$ cat src/mao_pkg.sv
// constants and types for the math accelerator operand register logic
package mao_pkg;
  // register offsets on the special-function register bus
  localparam logic [7:0] MAO_ADDR_OPERAND_A = 8'hD3;
  localparam logic [7:0] MAO_ADDR_OPERAND_B = 8'hD4;
  localparam logic [7:0] MAO_ADDR_CONTROL_ONE = 8'hD1;
  // control register field positions
  localparam int MAO_BIT_BUSY = 7;
  localparam int MAO_BIT_CLEAR = 4;
  // reset values and the value read once a result is exhausted
  localparam logic [31:0] MAO_RST_OPERAND_A = 32'h0000_0000;
  localparam logic [15:0] MAO_RST_OPERAND_B = 16'h0000;
  localparam logic [7:0] MAO_RST_RDATA = 8'h00;
  localparam logic [7:0] MAO_EXHAUSTED_READ = 8'h00;
  // byte counts of the operand words
  localparam logic [2:0] MAO_A_BYTES = 3'h4;
  localparam logic [2:0] MAO_A_HALF_BYTES = 3'h2;
  localparam logic [1:0] MAO_B_BYTES = 2'h2;
  // divide step counts
  localparam logic [5:0] MAO_DIV32_STEPS = 6'h20;
  localparam logic [5:0] MAO_DIV16_STEPS = 6'h10;

  typedef enum logic [1:0] {
    MAO_MODE_NONE,
    MAO_MODE_MUL16,
    MAO_MODE_DIV16,
    MAO_MODE_DIV32
  } mao_mode_e;

  typedef enum logic [1:0] {
    MAO_ST_IDLE,
    MAO_ST_LOAD,
    MAO_ST_DIVIDE
  } mao_state_e;
endpackage

$ cat src/mao_operand_regs.sv
// operand and result registers of the math accelerator with byte pointers
// Operation
// - clear bit zeros operands, accumulator, then self-clears
// - writing zero to clear bit does nothing
// - operand a takes 32 or 16-bit numerator
// - operand a takes second multiply operand
// - operand a reads quotient or product after completion
// - reset, done, clear, busy reinitialise both pointers
// - each operand a read advances one byte
// - each operand a write fills next byte
// - operand a pointers lock, never wrap
// - operand a reads 00h once result exhausted
// - reset, clear, busy set zero operand a
// - operand b takes 16-bit denominator in divides
// - operand b takes first multiply operand
// - operand b reads 16-bit remainder after divide
// - operand b reads high, low, then 00h
// - operand b write pointer moves low to high, locks
// - operand b reads 00h after reset, initialisation
// - busy sets on first load, clears when done
module mao_operand_regs
  import mao_pkg::*;
(
  // clock, reset, enable
  input wire logic clk,
  input wire logic reset,
  input wire logic clk_en,
  // special-function register bus from the core
  input wire logic [7:0] sfr_addr,
  input wire logic sfr_wr,
  input wire logic sfr_rd,
  input wire logic [7:0] sfr_wdata,
  output logic [7:0] sfr_rdata,
  // operating mode from the mode field
  input wire mao_mode_e accel_mode,
  // status and side effects
  output logic accel_busy_flag,
  output logic accumulator_clear,
  output logic calc_done
);

  logic [31:0] operand_a_ff;
  logic [15:0] operand_b_ff;
  logic [16:0] rem_ff;
  logic [5:0] step_ff;
  logic [2:0] a_wr_cnt_ff;
  logic [2:0] a_rd_left_ff;
  logic [1:0] b_wr_cnt_ff;
  logic [1:0] b_rd_left_ff;
  logic clear_all_operands_ff;
  logic [7:0] sfr_rdata_ff;
  logic accumulator_clear_ff;
  logic calc_done_ff;
  mao_state_e state_ff;
  mao_state_e nxt_state;

  logic wr_a;
  logic wr_b;
  logic rd_a;
  logic rd_b;
  logic wr_ctrl;
  logic clear_req;
  logic soft_init;
  logic load_start;
  logic init_all;
  logic a_ready;
  logic b_full_next;
  logic a_full_next;
  logic start_calc;
  logic mul_mode;
  logic [2:0] a_need;
  logic [16:0] rem_shift;
  logic rem_ge;
  logic div_last;
  logic [31:0] product;
  logic [15:0] mul_a;
  logic [15:0] mul_b;
  logic [1:0] a_rd_byte;

  assign wr_a = sfr_wr && (sfr_addr == MAO_ADDR_OPERAND_A);
  assign wr_b = sfr_wr && (sfr_addr == MAO_ADDR_OPERAND_B);
  assign rd_a = sfr_rd && (sfr_addr == MAO_ADDR_OPERAND_A);
  assign rd_b = sfr_rd && (sfr_addr == MAO_ADDR_OPERAND_B);
  assign wr_ctrl = sfr_wr && (sfr_addr == MAO_ADDR_CONTROL_ONE);
  // only a written one acts; a written zero is no operation
  assign clear_req = wr_ctrl && sfr_wdata[MAO_BIT_CLEAR];
  // software clearing the busy flag mid-task re-initialises the engine
  assign soft_init = wr_ctrl && !sfr_wdata[MAO_BIT_BUSY] && (state_ff != MAO_ST_IDLE);
  // a load while idle or computing starts a fresh task and drops old results
  assign load_start = (wr_a || wr_b) && (state_ff != MAO_ST_LOAD);
  assign init_all = clear_req || soft_init || load_start;

  assign mul_mode = (accel_mode == MAO_MODE_MUL16);
  assign a_need = (accel_mode == MAO_MODE_DIV32) ? MAO_A_BYTES : MAO_A_HALF_BYTES;
  // byte counts after the current write, counted from a fresh start on load_start
  assign a_full_next = wr_a ? (((load_start ? 3'h0 : a_wr_cnt_ff) + 3'h1) >= a_need)
                            : (!load_start && (a_wr_cnt_ff >= a_need));
  assign b_full_next = wr_b ? ((load_start ? 2'h0 : b_wr_cnt_ff) == 2'h1)
                            : (!load_start && (b_wr_cnt_ff == MAO_B_BYTES));
  assign a_ready = a_full_next;
  // multiply loads b then a; divides load a then b; the last write starts work
  assign start_calc = (accel_mode != MAO_MODE_NONE) && !clear_req && !soft_init &&
                      (wr_a || wr_b) && a_ready && b_full_next;

  // the byte that completes the operands is still on the bus, so take it from there
  assign mul_a = wr_a ? {sfr_wdata, operand_a_ff[7:0]} : operand_a_ff[15:0];
  assign mul_b = wr_b ? {sfr_wdata, operand_b_ff[7:0]} : operand_b_ff;
  assign product = mul_a * mul_b;
  // byte index kept at two bits so the step below the bottom byte wraps to 3 and stays inside the word
  assign a_rd_byte = 2'(a_rd_left_ff[1:0] - 2'h1);
  assign rem_shift = {rem_ff[15:0], operand_a_ff[31]};
  assign rem_ge = rem_shift >= {1'b0, operand_b_ff};
  assign div_last = (step_ff == 6'h01);

  // task sequencing
  always_comb begin
    nxt_state = state_ff;
    case (state_ff)
      MAO_ST_IDLE: begin
        if (wr_a || wr_b) begin
          nxt_state = MAO_ST_LOAD;
        end
      end
      MAO_ST_LOAD: begin
        if (start_calc && !mul_mode) begin
          nxt_state = MAO_ST_DIVIDE;
        end else if (start_calc) begin
          nxt_state = MAO_ST_IDLE;
        end
      end
      MAO_ST_DIVIDE: begin
        if (div_last) begin
          nxt_state = MAO_ST_IDLE;
        end
      end
      default: begin
        nxt_state = MAO_ST_IDLE;
      end
    endcase
    if (clear_req || soft_init) begin
      nxt_state = MAO_ST_IDLE;
    end else if (load_start) begin
      nxt_state = start_calc ? (mul_mode ? MAO_ST_IDLE : MAO_ST_DIVIDE) : MAO_ST_LOAD;
    end
  end

  always_ff @(posedge clk) begin
    if (reset) begin
      state_ff <= MAO_ST_IDLE;
    end else if (clk_en) begin
      state_ff <= nxt_state;
    end
  end

  // clear bit: reads one for the cycle of clearing, then drops by itself
  always_ff @(posedge clk) begin
    if (reset) begin
      clear_all_operands_ff <= 1'b0;
      accumulator_clear_ff <= 1'b0;
    end else if (clk_en) begin
      clear_all_operands_ff <= clear_req;
      accumulator_clear_ff <= clear_req;
    end
  end

  // operand a storage, multiply result and divide quotient
  always_ff @(posedge clk) begin
    if (reset) begin
      operand_a_ff <= MAO_RST_OPERAND_A;
    end else if (clk_en) begin
      if (clear_req || soft_init) begin
        operand_a_ff <= MAO_RST_OPERAND_A;
      end else if (start_calc && mul_mode) begin
        operand_a_ff <= product;
      end else if (wr_a) begin
        // write pointer locks at the top byte, extra writes are dropped
        if (load_start) begin
          operand_a_ff <= {24'h000000, sfr_wdata};
        end else if (a_wr_cnt_ff < MAO_A_BYTES) begin
          operand_a_ff[a_wr_cnt_ff[1:0] * 8 +: 8] <= sfr_wdata;
        end
      end else if (state_ff == MAO_ST_DIVIDE) begin
        operand_a_ff <= {operand_a_ff[30:0], rem_ge};
      end else if (load_start) begin
        operand_a_ff <= MAO_RST_OPERAND_A;
      end else if (start_calc && (accel_mode == MAO_MODE_DIV16)) begin
        // left-align a 16-bit numerator so both divides shift from bit 31
        operand_a_ff <= {operand_a_ff[15:0], 16'h0000};
      end
    end
  end

  // operand b storage, divisor and remainder
  always_ff @(posedge clk) begin
    if (reset) begin
      operand_b_ff <= MAO_RST_OPERAND_B;
    end else if (clk_en) begin
      if (clear_req || soft_init) begin
        operand_b_ff <= MAO_RST_OPERAND_B;
      end else if (start_calc && mul_mode) begin
        operand_b_ff <= MAO_RST_OPERAND_B;
      end else if (wr_b) begin
        if (load_start) begin
          operand_b_ff <= {8'h00, sfr_wdata};
        end else if (b_wr_cnt_ff == 2'h1) begin
          operand_b_ff[15:8] <= sfr_wdata;
        end else if (b_wr_cnt_ff == 2'h0) begin
          operand_b_ff[7:0] <= sfr_wdata;
        end
      end else if (load_start) begin
        operand_b_ff <= MAO_RST_OPERAND_B;
      end else if ((state_ff == MAO_ST_DIVIDE) && div_last) begin
        operand_b_ff <= rem_ge ? 16'(rem_shift - {1'b0, operand_b_ff})
                               : rem_shift[15:0];
      end
    end
  end

  // partial remainder and step counter of the restoring divider
  always_ff @(posedge clk) begin
    if (reset) begin
      rem_ff <= 17'h00000;
      step_ff <= 6'h00;
    end else if (clk_en) begin
      if (start_calc && !mul_mode) begin
        rem_ff <= 17'h00000;
        step_ff <= (accel_mode == MAO_MODE_DIV32) ? MAO_DIV32_STEPS : MAO_DIV16_STEPS;
      end else if (state_ff == MAO_ST_DIVIDE) begin
        rem_ff <= rem_ge ? (rem_shift - {1'b0, operand_b_ff}) : rem_shift;
        step_ff <= step_ff - 6'h01;
      end
    end
  end

  // write pointers, reset to the low byte on every reinitialising event
  always_ff @(posedge clk) begin
    if (reset) begin
      a_wr_cnt_ff <= 3'h0;
      b_wr_cnt_ff <= 2'h0;
    end else if (clk_en) begin
      if (clear_req || soft_init || start_calc || (state_ff == MAO_ST_DIVIDE)) begin
        a_wr_cnt_ff <= 3'h0;
        b_wr_cnt_ff <= 2'h0;
      end else if (load_start) begin
        a_wr_cnt_ff <= wr_a ? 3'h1 : 3'h0;
        b_wr_cnt_ff <= wr_b ? 2'h1 : 2'h0;
      end else begin
        if (wr_a && (a_wr_cnt_ff < MAO_A_BYTES)) begin
          a_wr_cnt_ff <= a_wr_cnt_ff + 3'h1;
        end
        if (wr_b && (b_wr_cnt_ff < MAO_B_BYTES)) begin
          b_wr_cnt_ff <= b_wr_cnt_ff + 2'h1;
        end
      end
    end
  end

  // read pointers count bytes left, starting from the most significant byte
  always_ff @(posedge clk) begin
    if (reset) begin
      a_rd_left_ff <= MAO_A_BYTES;
      b_rd_left_ff <= MAO_B_BYTES;
    end else if (clk_en) begin
      if (clear_req || soft_init || load_start || (start_calc && mul_mode)) begin
        a_rd_left_ff <= MAO_A_BYTES;
        b_rd_left_ff <= MAO_B_BYTES;
      end else if ((state_ff == MAO_ST_DIVIDE) && div_last) begin
        // a 16-bit quotient is read in two bytes
        a_rd_left_ff <= (accel_mode == MAO_MODE_DIV16) ? MAO_A_HALF_BYTES : MAO_A_BYTES;
        b_rd_left_ff <= MAO_B_BYTES;
      end else begin
        if (rd_a && (a_rd_left_ff != 3'h0)) begin
          a_rd_left_ff <= a_rd_left_ff - 3'h1;
        end
        if (rd_b && (b_rd_left_ff != 2'h0)) begin
          b_rd_left_ff <= b_rd_left_ff - 2'h1;
        end
      end
    end
  end

  // read data, registered one cycle after the read strobe
  always_ff @(posedge clk) begin
    if (reset) begin
      sfr_rdata_ff <= MAO_RST_RDATA;
    end else if (clk_en && sfr_rd) begin
      if (rd_a) begin
        sfr_rdata_ff <= (a_rd_left_ff == 3'h0) ? MAO_EXHAUSTED_READ
                        : operand_a_ff[{a_rd_byte, 3'h0} +: 8];
      end else if (rd_b) begin
        sfr_rdata_ff <= (b_rd_left_ff == 2'h0) ? MAO_EXHAUSTED_READ
                        : operand_b_ff[(b_rd_left_ff[0] ? 0 : 8) +: 8];
      end else if (sfr_addr == MAO_ADDR_CONTROL_ONE) begin
        sfr_rdata_ff <= {accel_busy_flag, 2'b00, clear_all_operands_ff, 4'h0};
      end else begin
        sfr_rdata_ff <= MAO_RST_RDATA;
      end
    end
  end

  // completion pulse, feeds the accumulator adder outside
  always_ff @(posedge clk) begin
    if (reset) begin
      calc_done_ff <= 1'b0;
    end else if (clk_en) begin
      calc_done_ff <= (start_calc && mul_mode) ||
                      ((state_ff == MAO_ST_DIVIDE) && div_last && !init_all);
    end
  end

  assign accel_busy_flag = (state_ff != MAO_ST_IDLE);
  assign accumulator_clear = accumulator_clear_ff;
  assign calc_done = calc_done_ff;
  assign sfr_rdata = sfr_rdata_ff;

endmodule

$ cat config.mk
export PLATFORM = sky130hd
export DESIGN_NAME = mao_operand_regs
export DESIGN_NICKNAME = d
export VERILOG_FILES = /design/src/mao_pkg.sv /design/src/mao_operand_regs.sv
export SDC_FILE = /design/constraint.sdc
export NUM_CORES = 1
export LEC_CHECK = 0
export ABC_AREA = 0
export BUFFER_PORTS_ARGS = -buffer_cell sky130_fd_sc_hd__buf_4
export CAP_MARGIN = 10
export CORE_UTILIZATION = 36
export CTS_CLUSTER_SIZE = 24
export DETAILED_ROUTE_END_ITERATION = 10
export SLEW_MARGIN = 20
export SYNTH_ARGS = -nofsm -noshare
export SYNTH_HDL_FRONTEND = slang
export SYNTH_SLANG_ARGS = --single-unit
$ cat constraint.sdc
create_clock -name clk -period 14 [get_ports clk]
set_input_delay 3.5 -clock clk [delete_from_list [all_inputs] [get_ports clk]]
set_output_delay 3.5 -clock clk [all_outputs]
set_load 0.005 [all_outputs]
# ---- Word-level counts from Yosys, hierarchy flattened
# Index checks and enable logic that the tools add are counted.
dict set report word_totals {
  wordCells 177
  register_bits 92
  input_bits 23
}
dict set report op_classes {
  n_mux 62
  order_cmp 5
  reduce_logical 63
  add_sub_neg 9
  multipliers 1
  n_eq_ne 20
  shift 4
}
# cell count
set op_table {}
lappend op_table {{two-way mux 32 bit} 8}
lappend op_table {{two-way mux 16 bit} 12}
lappend op_table {{two-way mux 8 bit} 8}
lappend op_table {{negator 5 -> 34 bit} 1}
lappend op_table {{variable shift 8 x 34 -> 32 bit, first input constant} 1}
lappend op_table {{indexed part select 8 x 34 -> 32 bit} 1}
lappend op_table {{bitwise mux 32 bit} 1}
lappend op_table {{multiplier 16 x 16 -> 32 bit} 1}
lappend op_table {{indexed part select 32 x 6 -> 8 bit} 1}
lappend op_table {{two-way mux 2 bit} 15}
lappend op_table {{two-way mux 3 bit} 9}
lappend op_table {{logical AND 1 bit} 26}
lappend op_table {{== test 8 bit, second input constant} 3}
lappend op_table {{two-way mux 6 bit} 3}
lappend op_table {{greater-or-equal comparator 17 x 16 -> 1 bit} 1}
lappend op_table {{indexed part select 16 x 5 -> 8 bit} 1}
lappend op_table {{subtractor 16 bit} 1}
lappend op_table {{!= test 5 x 1 -> 1 bit, second input constant} 3}
lappend op_table {{nonzero test 3 bit} 5}
lappend op_table {{AND reduction 2 bit} 5}
lappend op_table {{== test 2 x 1 -> 1 bit, second input constant} 4}
lappend op_table {{== test 2 bit, second input constant} 4}
lappend op_table {{AND reduction 4 bit} 2}
lappend op_table {{nonzero test 2 bit} 4}
lappend op_table {{other kinds (24)} 44}

# ---- Depth between registers and ports, before layout
# Gate-level depths: netlist (run 1).
dict set report depth {
  ltp_word 17
  depth_mapped 29
  mapped_depth_nobuf 26
}

# ---- Worst setup path after synthesis (run 1)
# Ideal clock, no wire load.
dict set report synth_path {
  path_type {input to register}
  startpoint {in sfr_addr[1]}
  endpoint {reg operand_a_ff[31]}
  setup_ps 125
  path_slack_ps 3224
  arrival_ps 10651
  path_stages 27
  path_cell_list {or3b_1 buf_2 nor3_1 clkbuf_1 nand2_1 o21ai_0 clkbuf_1 nand2_1 fa_1 fa_1 inv_1 fa_1 fa_1 fa_1 inv_1 fa_1 inv_1 ha_1 nand4_1 or2_2 o221a_2 o211ai_1 a41oi_1 o21ai_0 a21oi_1 xnor2_1 o21ai_0}
}
dict set report synth_between {
  elab_chain_cells 13
}
# element line_no
set synth_rtl {}
lappend synth_rtl {{start, declared} mao_operand_regs.sv:29} ;# input wire logic [7:0] sfr_addr,
lappend synth_rtl {{parallel branches: the longest is 13 deep, another holds multiplier 16 x 16 -> 32 bit} -}
lappend synth_rtl {{end signal, assigned} mao_operand_regs.sv:174} ;# operand_a_ff <= product;
lappend synth_rtl {{end signal, assigned} mao_operand_regs.sv:178} ;# operand_a_ff <= {24'h000000, sfr_wdata};
lappend synth_rtl {{end signal, assigned by index} mao_operand_regs.sv:180} ;# operand_a_ff[a_wr_cnt_ff[1:0] * 8 +: 8] <= sfr_wdata;
lappend synth_rtl {{end, declared} mao_operand_regs.sv:42} ;# logic [31:0] operand_a_ff;
# Several ways; the timed one is not identified.
# A chain may end at the register's enable or synchronous reset.

# ---- Worst setup path after layout (run 1)
dict set report layout_path {
  startpoint {in sfr_addr[3]}
  endpoint {reg operand_a_ff[29]}
}
# Same word-level chain as after synthesis.

==> flow_results.org, run 1 <==
** Die
- Count of pins on the block boundary :: 34
- Floorplan die area :: approximately 43,000 um2
- The initialized floorplan defines 74 standard-cell rows.
- The floorplan step set the die width to 207 um.
- The region available for standard cell placement spans 41,100 um2.
- Starting density of the core :: 0.368
- DIE HEIGHT :: 207 um

** Setup path
- Combined buffer and inverter count along the critical path :: 4
- In this design, the stage delay of the slowest critical-path cell is 710 ps.
- Most frequent cell on the critical path :: fa_1
- Crit-path max FO :: 24
- Critical path data arrival time :: 11,810 ps
- Worst setup SP type :: input pin
- The cell family contributing the most delay on the critical path is adder cells.
- STA classifies the critical path endpoint as a flip-flop.
- Type of the worst setup path :: in2reg
- Reg2reg setup slack :: between 6000 and 7000 ps
- Cell with the largest stage delay on the worst path :: a21o_1
- STA puts the critical path data required time at 14,280 ps.

** Pwr
- Total leakage power :: 7.28 nW
- In this run the power density over the cells is 33.2 nW/um2.
- The worst-case IR drop observed on VDD is 0.0580 mV.

** GRT
- The via count of the first global-routing pass came to ~13,000.
- Antenna violations before repair :: 2
- Global-route wire length before repair :: ~74,000 um
- Pin count of the biggest net entering global routing :: 60
- Residual overflow from global routing :: 0
- For this run, the total global-route usage over all layers was measured as 0.222.

** Status
- The flow ran to the end, and the final reports show no timing, DRC or antenna violations.

** Yosys
- Post-synthesis share of cell area spent on and, or, nand and nor gates :: 0.196
- Counting distinct cell types in the post-synthesis netlist gives 79.
- Post-synthesis instance area :: 15,100 um2
- Top area cells in the synthesized netlist :: fa_1 26%, dfxtp_1 12%, ha_1 11%
- Of the post-synthesis cell area, the dominant cell type holds 0.258.
- Number of synthesized flops with an enable pin :: 0
- Top cell type by total area after synthesis :: fa_1
- Averaged over all synthesized cells, the footprint is roughly 8.1 um2.
- Mapped Cells :: 1,868
- Counting every net in the synthesized netlist gives 2,223.
- The fraction of the mapped netlist area in compound gates was 0.160.
- Most used standard cells in the synthesized netlist :: 281 x inv_1, 264 x nand2_1, 195 x fa_1
- Counting flops and latches in the post-synthesis netlist gives 92.
- For this run, the register share of the synthesized area comes to 0.122.
- Measured against the total synthesized area, the mux share comes to 0.0325.
- After synthesis, the largest family of logic cells by area is adder cells.
- In the synthesized netlist the async set-or-reset flop fraction comes to 0.
- Adder and majority gate portion of the synthesized area :: 0.372
- Yosys printed 0 warnings.
- Most frequently used cell type in the post-synthesis netlist :: inv_1
- Most used flip-flop cell after synthesis :: dfxtp_1
- Of the total synthesized cell area, the portion taken by XOR and XNOR cells is 0.0203.

** STA
- The final-report hold violation count was 0.
- Final setup violation count :: 0
- On the final layout, the worst clock skew is 8.67 ps.
- Fraction of the cycle the final worst path needs :: 0.824
- Rel. slew slack :: 0.199
- For the pin with the worst max-slew slack, the measured transition is 1200 ps.
- Setup repair after global routing missed its margin :: no
- Highest clock frequency the design can meet :: between 80 and 90 MHz
- The count of pins over their slew limit is 0.
- Clock period minus final worst setup slack :: around 12,000 ps
- After routing, the total negative slack on setup checks comes to 0 ps.

** Cells and area
- Area added between synthesis and finish :: 6.53%
- Once layout is done, the placed cells without fillers occupy 16,100 um2.
- Share of cells above drive strength 1 :: 0.0626
- After the last flow step, the layout net total stands at between 2,000 and 2,500.

** Route
- In this run the remaining antenna-violating nets after routing total 0.
- Final routed wire length divided by cell count :: approximately 19 um
- Remaining routing DRC violations :: 0
- Avg Vias per Cell :: roughly 5.6
- Final WL :: roughly 45,000 um
- For this block, the initial DRC count from the detailed router was about 1,100.
- The detailed router placed approximately 13,000 vias in this run.
- TritonRoute pass-1 iters :: 5

** Clocking
- Latest clock arrival within the worst-skew pair :: 360 ps
- Gates resized, CTS repair :: 0
- Post CTS Setup Buffer Count :: 0
- Cell at the root of the clock tree :: clkbuf_16
- CTS tree :: done
- CTS saw 92 sinks.
- Max clock buf depth :: 2
- Clock-pin slew was measured on the worst setup and hold paths at 70 ps.
- CTS built an H-tree with a depth of 3.
- CTS buffer count :: 9
- Buffers inserted to repair hold after CTS numbered 0.

** Run
- The tool flagged a number of max-cap violations equal to 0.

** Placement
- Summed over all nets, the half-perimeter wirelength after detailed placement is around 34,000 um.
- Port buffering added 33 buffers.
- Instance area at placement :: about 16,000 um2
- Routability-driven placement finished with a final weighted congestion of about 0.9.

** Min path
- Worst hold path class :: reg2reg
==> per-layer routing <==
layer	track usage	wire, um	vias up
met5	0	0	-
met4	0.0806	1520	0
met3	0.0270	2800	101
met2	0.363	20900	463
met1	0.301	19900	6545
li1	-	-	6077
==> flip-flops by register name, indices dropped and copies added (netlist names) <==
name and count:
operand_a_ff 32, operand_b_ff 16, rem_ff 16, sfr_rdata 8
step_ff 6, a_rd_left_ff 3, a_wr_cnt_ff 3, b_rd_left_ff 2
b_wr_cnt_ff 2, state_ff 2, accumulator_clear 1, calc_done 1
==> area by class of cell <==
cell class | count | area, um2
Sequential cell | 92 | 1840
Fill cell | 4233 | 25000
Tap cell | 532 | 666
Antenna cell | 2 | 5.00
Inverter | 281 | 1050
Clock inverter | 5 | 36.3
Multi-Input combinational cell | 1391 | 11800
Timing Repair Buffer | 56 | 420
Clock buffer | 11 | 233
==> final timing paths <==
kind,depth (start not counted),end,start
worst max register to register,22,operand_a_ff[29]$_SDFFE_PP0P_,operand_b_ff[10]$_SDFFE_PP0P_
worst min-delay path,1,operand_b_ff[11]$_SDFFE_PP0P_,operand_b_ff[11]$_SDFFE_PP0P_
worst max-delay path,25,operand_a_ff[29]$_SDFFE_PP0P_,sfr_addr[3]
worst min register to register,1,operand_b_ff[11]$_SDFFE_PP0P_,operand_b_ff[11]$_SDFFE_PP0P_
==> logic make-up (layout without fill, tap and decap cells) <==
family                     count (synthesis)  after routing
and+or+nand+nor                          621            621
muxes                                     38             38
AOI/OAI and AO/OA                        365            365
xor gates and xnor gates                  35             35
adders and majority gates                332            332
DFF                                       92             92
buffers and inverters                    385            353
other                                      0              2
==> where the power goes <==
part           internal (mW)  switching [mW]  leakage, nW  total, mW
Combinational         0.0106          0.0225         6.42     0.0331
Clock                  0.121           0.116        0.122      0.237
Sequential             0.263        0.000979        0.742      0.264
==> metrics by stage <==
stage | util | total power [mW] | hold slack [ps] | instances | setup slack, ps
floorplan | - | 0.286 | 426 | 1868 | 3220
global placement | 0.385 | 0.302 | 433 | 2352 | 2430
detailed placement | 0.385 | 0.302 | 442 | 2352 | 2280
CTS | 0.391 | 0.534 | 459 | 2368 | 2610
global route | 0.391 | 0.548 | 465 | 2368 | 2060
finish | 0.392 | 0.534 | 454 | 2370 | 2470
==> placed cells by master (no fill, tap or decap), drive strengths merged, types with 6 or more instances in the layout <==
cell type | Yosys | layout
xor2 | 13 | 13
mux2 | 9 | 9
o21ai | 91 | 91
dfxtp | 92 | 92
mux2i | 21 | 21
and2 | 110 | 110
clkbuf | 90 | 11
fa | 195 | 195
xnor2 | 22 | 22
o211ai | 12 | 12
nor3 | 38 | 38
and3 | 6 | 6
a22oi | 8 | 8
a31oi | 13 | 13
a21o | 15 | 15
a22o | 17 | 17
nand4 | 8 | 8
ha | 137 | 137
buf | 14 | 56
nand3 | 30 | 30
nand2b | 22 | 22
a21oi | 97 | 97
o31ai | 6 | 6
mux4 | 8 | 8
a221oi | 11 | 11
o21a | 11 | 11
nor4 | 7 | 7
nor2b | 11 | 11
nand2 | 264 | 264
o41ai | 7 | 7
a211oi | 27 | 27
nor2 | 95 | 95
inv | 281 | 282
==> worst register-to-register path, cell delays in order (launching register included) <==
cell and delay [ps]:
dfxtp_1 330, inv_1 100, o21ai_2 940, nand2_1 180, fa_1 520, inv_1 50
fa_1 480, fa_1 530, fa_1 520, fa_1 550, inv_1 60, fa_1 520
inv_1 40, ha_1 380, nand4_1 180, or2_2 340, o221a_2 260, o211ai_1 390
a41oi_1 260, nor4b_1 200, o21ai_0 160, nand4_1 110, a21oi_1 140
(Power assumes the default switching activity.)
==> run 2, diff against run 1 <==
==> constraint.sdc (replaced) <==
create_clock -name clk -period 9.5 [get_ports clk]
set_input_delay 2.375 -clock clk [delete_from_list [all_inputs] [get_ports clk]]
set_output_delay 2.375 -clock clk [all_outputs]
set_load 0.005 [all_outputs]
==> flow_results.org, run 2 (synthesis results as in run 1) <==
** Setup path
- Depth of the worst register-to-register path :: 22
- Worst setup SP type :: input pin
- STA puts the critical path data arrival time at 9450 ps.
- The critical path starts at sfr_addr[3].
- Type of the worst setup path :: in2reg
- Reg2reg setup slack :: 2560 ps
- Worst Setup End Kind :: flip-flop
- The worst register-to-register path begins at operand_b_ff[6]$_SDFFE_PP0P_.
- Critical R2R Capture :: operand_a_ff[30]$_SDFFE_PP0P_
- Crit-path max FO :: 9
- For the worst setup path, the data required time is 9750 ps.

** Clocking
- The cell sitting at the root of the clock tree is a clkbuf_16.
- Clock latency on the worst-skew pair, taken at its later pin, is 360 ps.
- The number of clock buffers added by TritonCTS is 9.
- Gates resized, CTS repair :: 0
- Once the clock tree was built, the setup fixing pass inserted 0 buffers.
- Clock-pin slew was measured on the worst setup and hold paths at 70 ps.
- The H-tree was split into 3 levels.
- TritonCTS built the clock tree.
- Hold_buf cts :: 0
- CTS Sinks :: around 90
- Max clock buf depth :: 2

** Cells and area
- Top library cells by usage in the layout, fill and taps aside :: 281 x inv_1, 264 x nand2_1, 195 x fa_1
- Commonest non-fill, non-tap cell in the layout :: inv_1
- Ranked by flip-flop count, first place goes to operand_a_ff.
- Net count, final :: 2,243
- From synthesis to final layout, the design area changed by 10.4%.
- Share of cells above drive strength 1 :: 0.0919
- In the final layout, the registers with the most flip-flops are operand_a_ff: 32 flops, operand_b_ff: 16 flops, rem_ff: 16 flops.
- Antenna cells :: 0
- Max reg flops :: 32
- End-of-flow core utilization :: 0.406

** Min path
- Worst min-delay path endpoint :: operand_b_ff[13]$_SDFFE_PP0P_
- Number of cells on the worst hold path :: 1
- Launch point of the worst hold path :: operand_b_ff[13]$_SDFFE_PP0P_
- The path class of the tightest hold or removal check is reg2reg.

** STA
- In the finished design, the share of the clock period the worst path needs comes to 0.968.
- Worst Setup Slack, final :: 302 ps
- The worst path needs 9200 ps of the cycle, external delays included.
- Final clock skew :: around 7.2 ps
- Setup repair after global routing could not meet its margin everywhere.
- The count of pins over their slew limit came to 0.
- Setup violations remaining at the end of the flow were counted as 0.
- For the pin with the worst max-slew slack, the measured transition is approximately 1000 ps.
- Highest clock frequency the design can meet :: between 100 and 150 MHz
- Final Hold Fails :: 0
- Rel. slew slack :: 0.309

** Die
- The die is 207 um tall.
- The floorplan has 74 rows.
- The initial utilization of the core area, before any placement, comes to 0.368.
- Die Span X :: 207 um
- Count of pins on the block boundary :: 34
- Floorplan die area :: 42,800 um2
- Placeable core area :: just over 40,000 um2

** Run
- Max-capacitance violation count :: 0

** GRT
- Total Routing Usage GR :: 0.221
- Global-route wire length before repair :: about 74,000 um
- Entering global routing, the biggest net connects 60 pins.
- The number of antenna violations at the first check in global routing was 1.
- Number of global-route vias before repair :: 13,500
- After global routing the overflow that remains totals 0.

** Placement
- Prior to clock tree synthesis, the placed netlist has a worst setup slack of -38.0 ps.
- At the end of routability-driven placement, the weighted congestion stood at approximately 0.92.
- Half-perimeter wire length of the detailed placement result :: 35,300 um
- Port Buf Inserts :: 33

** Route
- Final routed wire length divided by cell count :: 18.5 um
- Final WL :: around 45,000 um
- After detailed routing, the number of remaining DRC violations is 0.
- Total number of vias :: 13,300
- TritonRoute pass-1 iters :: 6
- Avg Vias per Cell :: 5.49
- For this block, the initial DRC count from the detailed router was about 970.
- Post-DRT Antenna Nets :: 0

** Pwr
- VDD sags by at most 0.135 mV.
- For this design the ratio of total power to cell area is 52.6 nW/um2.
- For this design the static power due to leakage is around 7.6 nW.

** Status
- The run finished with clean final reports.
## run 2: cell count changes in the layout (fill, tap and decap cells not counted), moves of 2 or more
cell        previous run  this run
buf_4                 56       107
buf_12                 0         6
bufinv_16              0         3
clkbuf_1               2         0
clkinvlp_4             3         1
diode_2                2         0
## run 2: final cells by class
type	count	area, um2
clock buffers	9	225
fillers	4230	24400
clock inverters	7	123
repair buffers	113	923
flip-flops and latches	92	1840
well taps	532	666
multi-input cells	1391	11800
inverters	281	1050
## run 2: worst max-delay path by stage
| stage | cells past startpoint | slack (ps) | endpoint |
|---|---|---|---|
| floorplan | 26 | 20 | operand_a_ff[31]$_SDFFE_PP0P_ |
| global placement | 27 | 30 | operand_a_ff[29]$_SDFFE_PP0P_ |
| detailed placement | 27 | -40 | operand_a_ff[31]$_SDFFE_PP0P_ |
| CTS | 27 | 320 | operand_a_ff[31]$_SDFFE_PP0P_ |
| global route | 28 | -10 | operand_a_ff[31]$_SDFFE_PP0P_ |
| finish | 27 | 300 | operand_a_ff[30]$_SDFFE_PP0P_ |
## run 2: power by group
group	switching (mW)	internal, mW	leakage (nW)
sequential	0.00150	0.387	0.742
combinational	0.0347	0.0171	6.74
clock	0.176	0.260	0.168
## run 2: routing by layer
metal,GRT usage,vias up,wire length (um)
met5,0,-,0
met4,0.0688,0,1400
met3,0.0367,75,2940
met2,0.353,472,20700
met1,0.304,6575,19800
li1,-,6198,-
## run 2: worst max-delay path, stage by stage
cell and delay (ps):
buf_4 110, nand4b_1 150, buf_4 170, nor3_4 240
buf_12 170, mux2_2 420, and2_1 200, fa_1 470
inv_1 50, fa_1 490, fa_1 520, inv_1 50
fa_1 470, fa_1 560, inv_1 60, fa_1 530
inv_1 40, ha_1 330, and4_1 240, a21boi_0 140
a41oi_1 250, a21oi_1 150, o2bb2ai_1 520, o21ai_0 230
a31oi_1 240, xor2_1 170, o21ai_1 70
## run 2: per-stage QoR
step | area, um2 | hold WS [ps] | power [mW] | instances | setup TNS, ps
floorplan | 15100 | 426 | 0.421 | 1868 | 0
global placement | 16300 | 433 | 0.448 | 2409 | 0
detailed placement | 16300 | 440 | 0.449 | 2409 | -38.0
CTS | 16700 | 456 | 0.878 | 2425 | 0
global route | 16700 | 482 | 0.898 | 2425 | -17.1
finish | 16700 | 453 | 0.877 | 2425 | 0
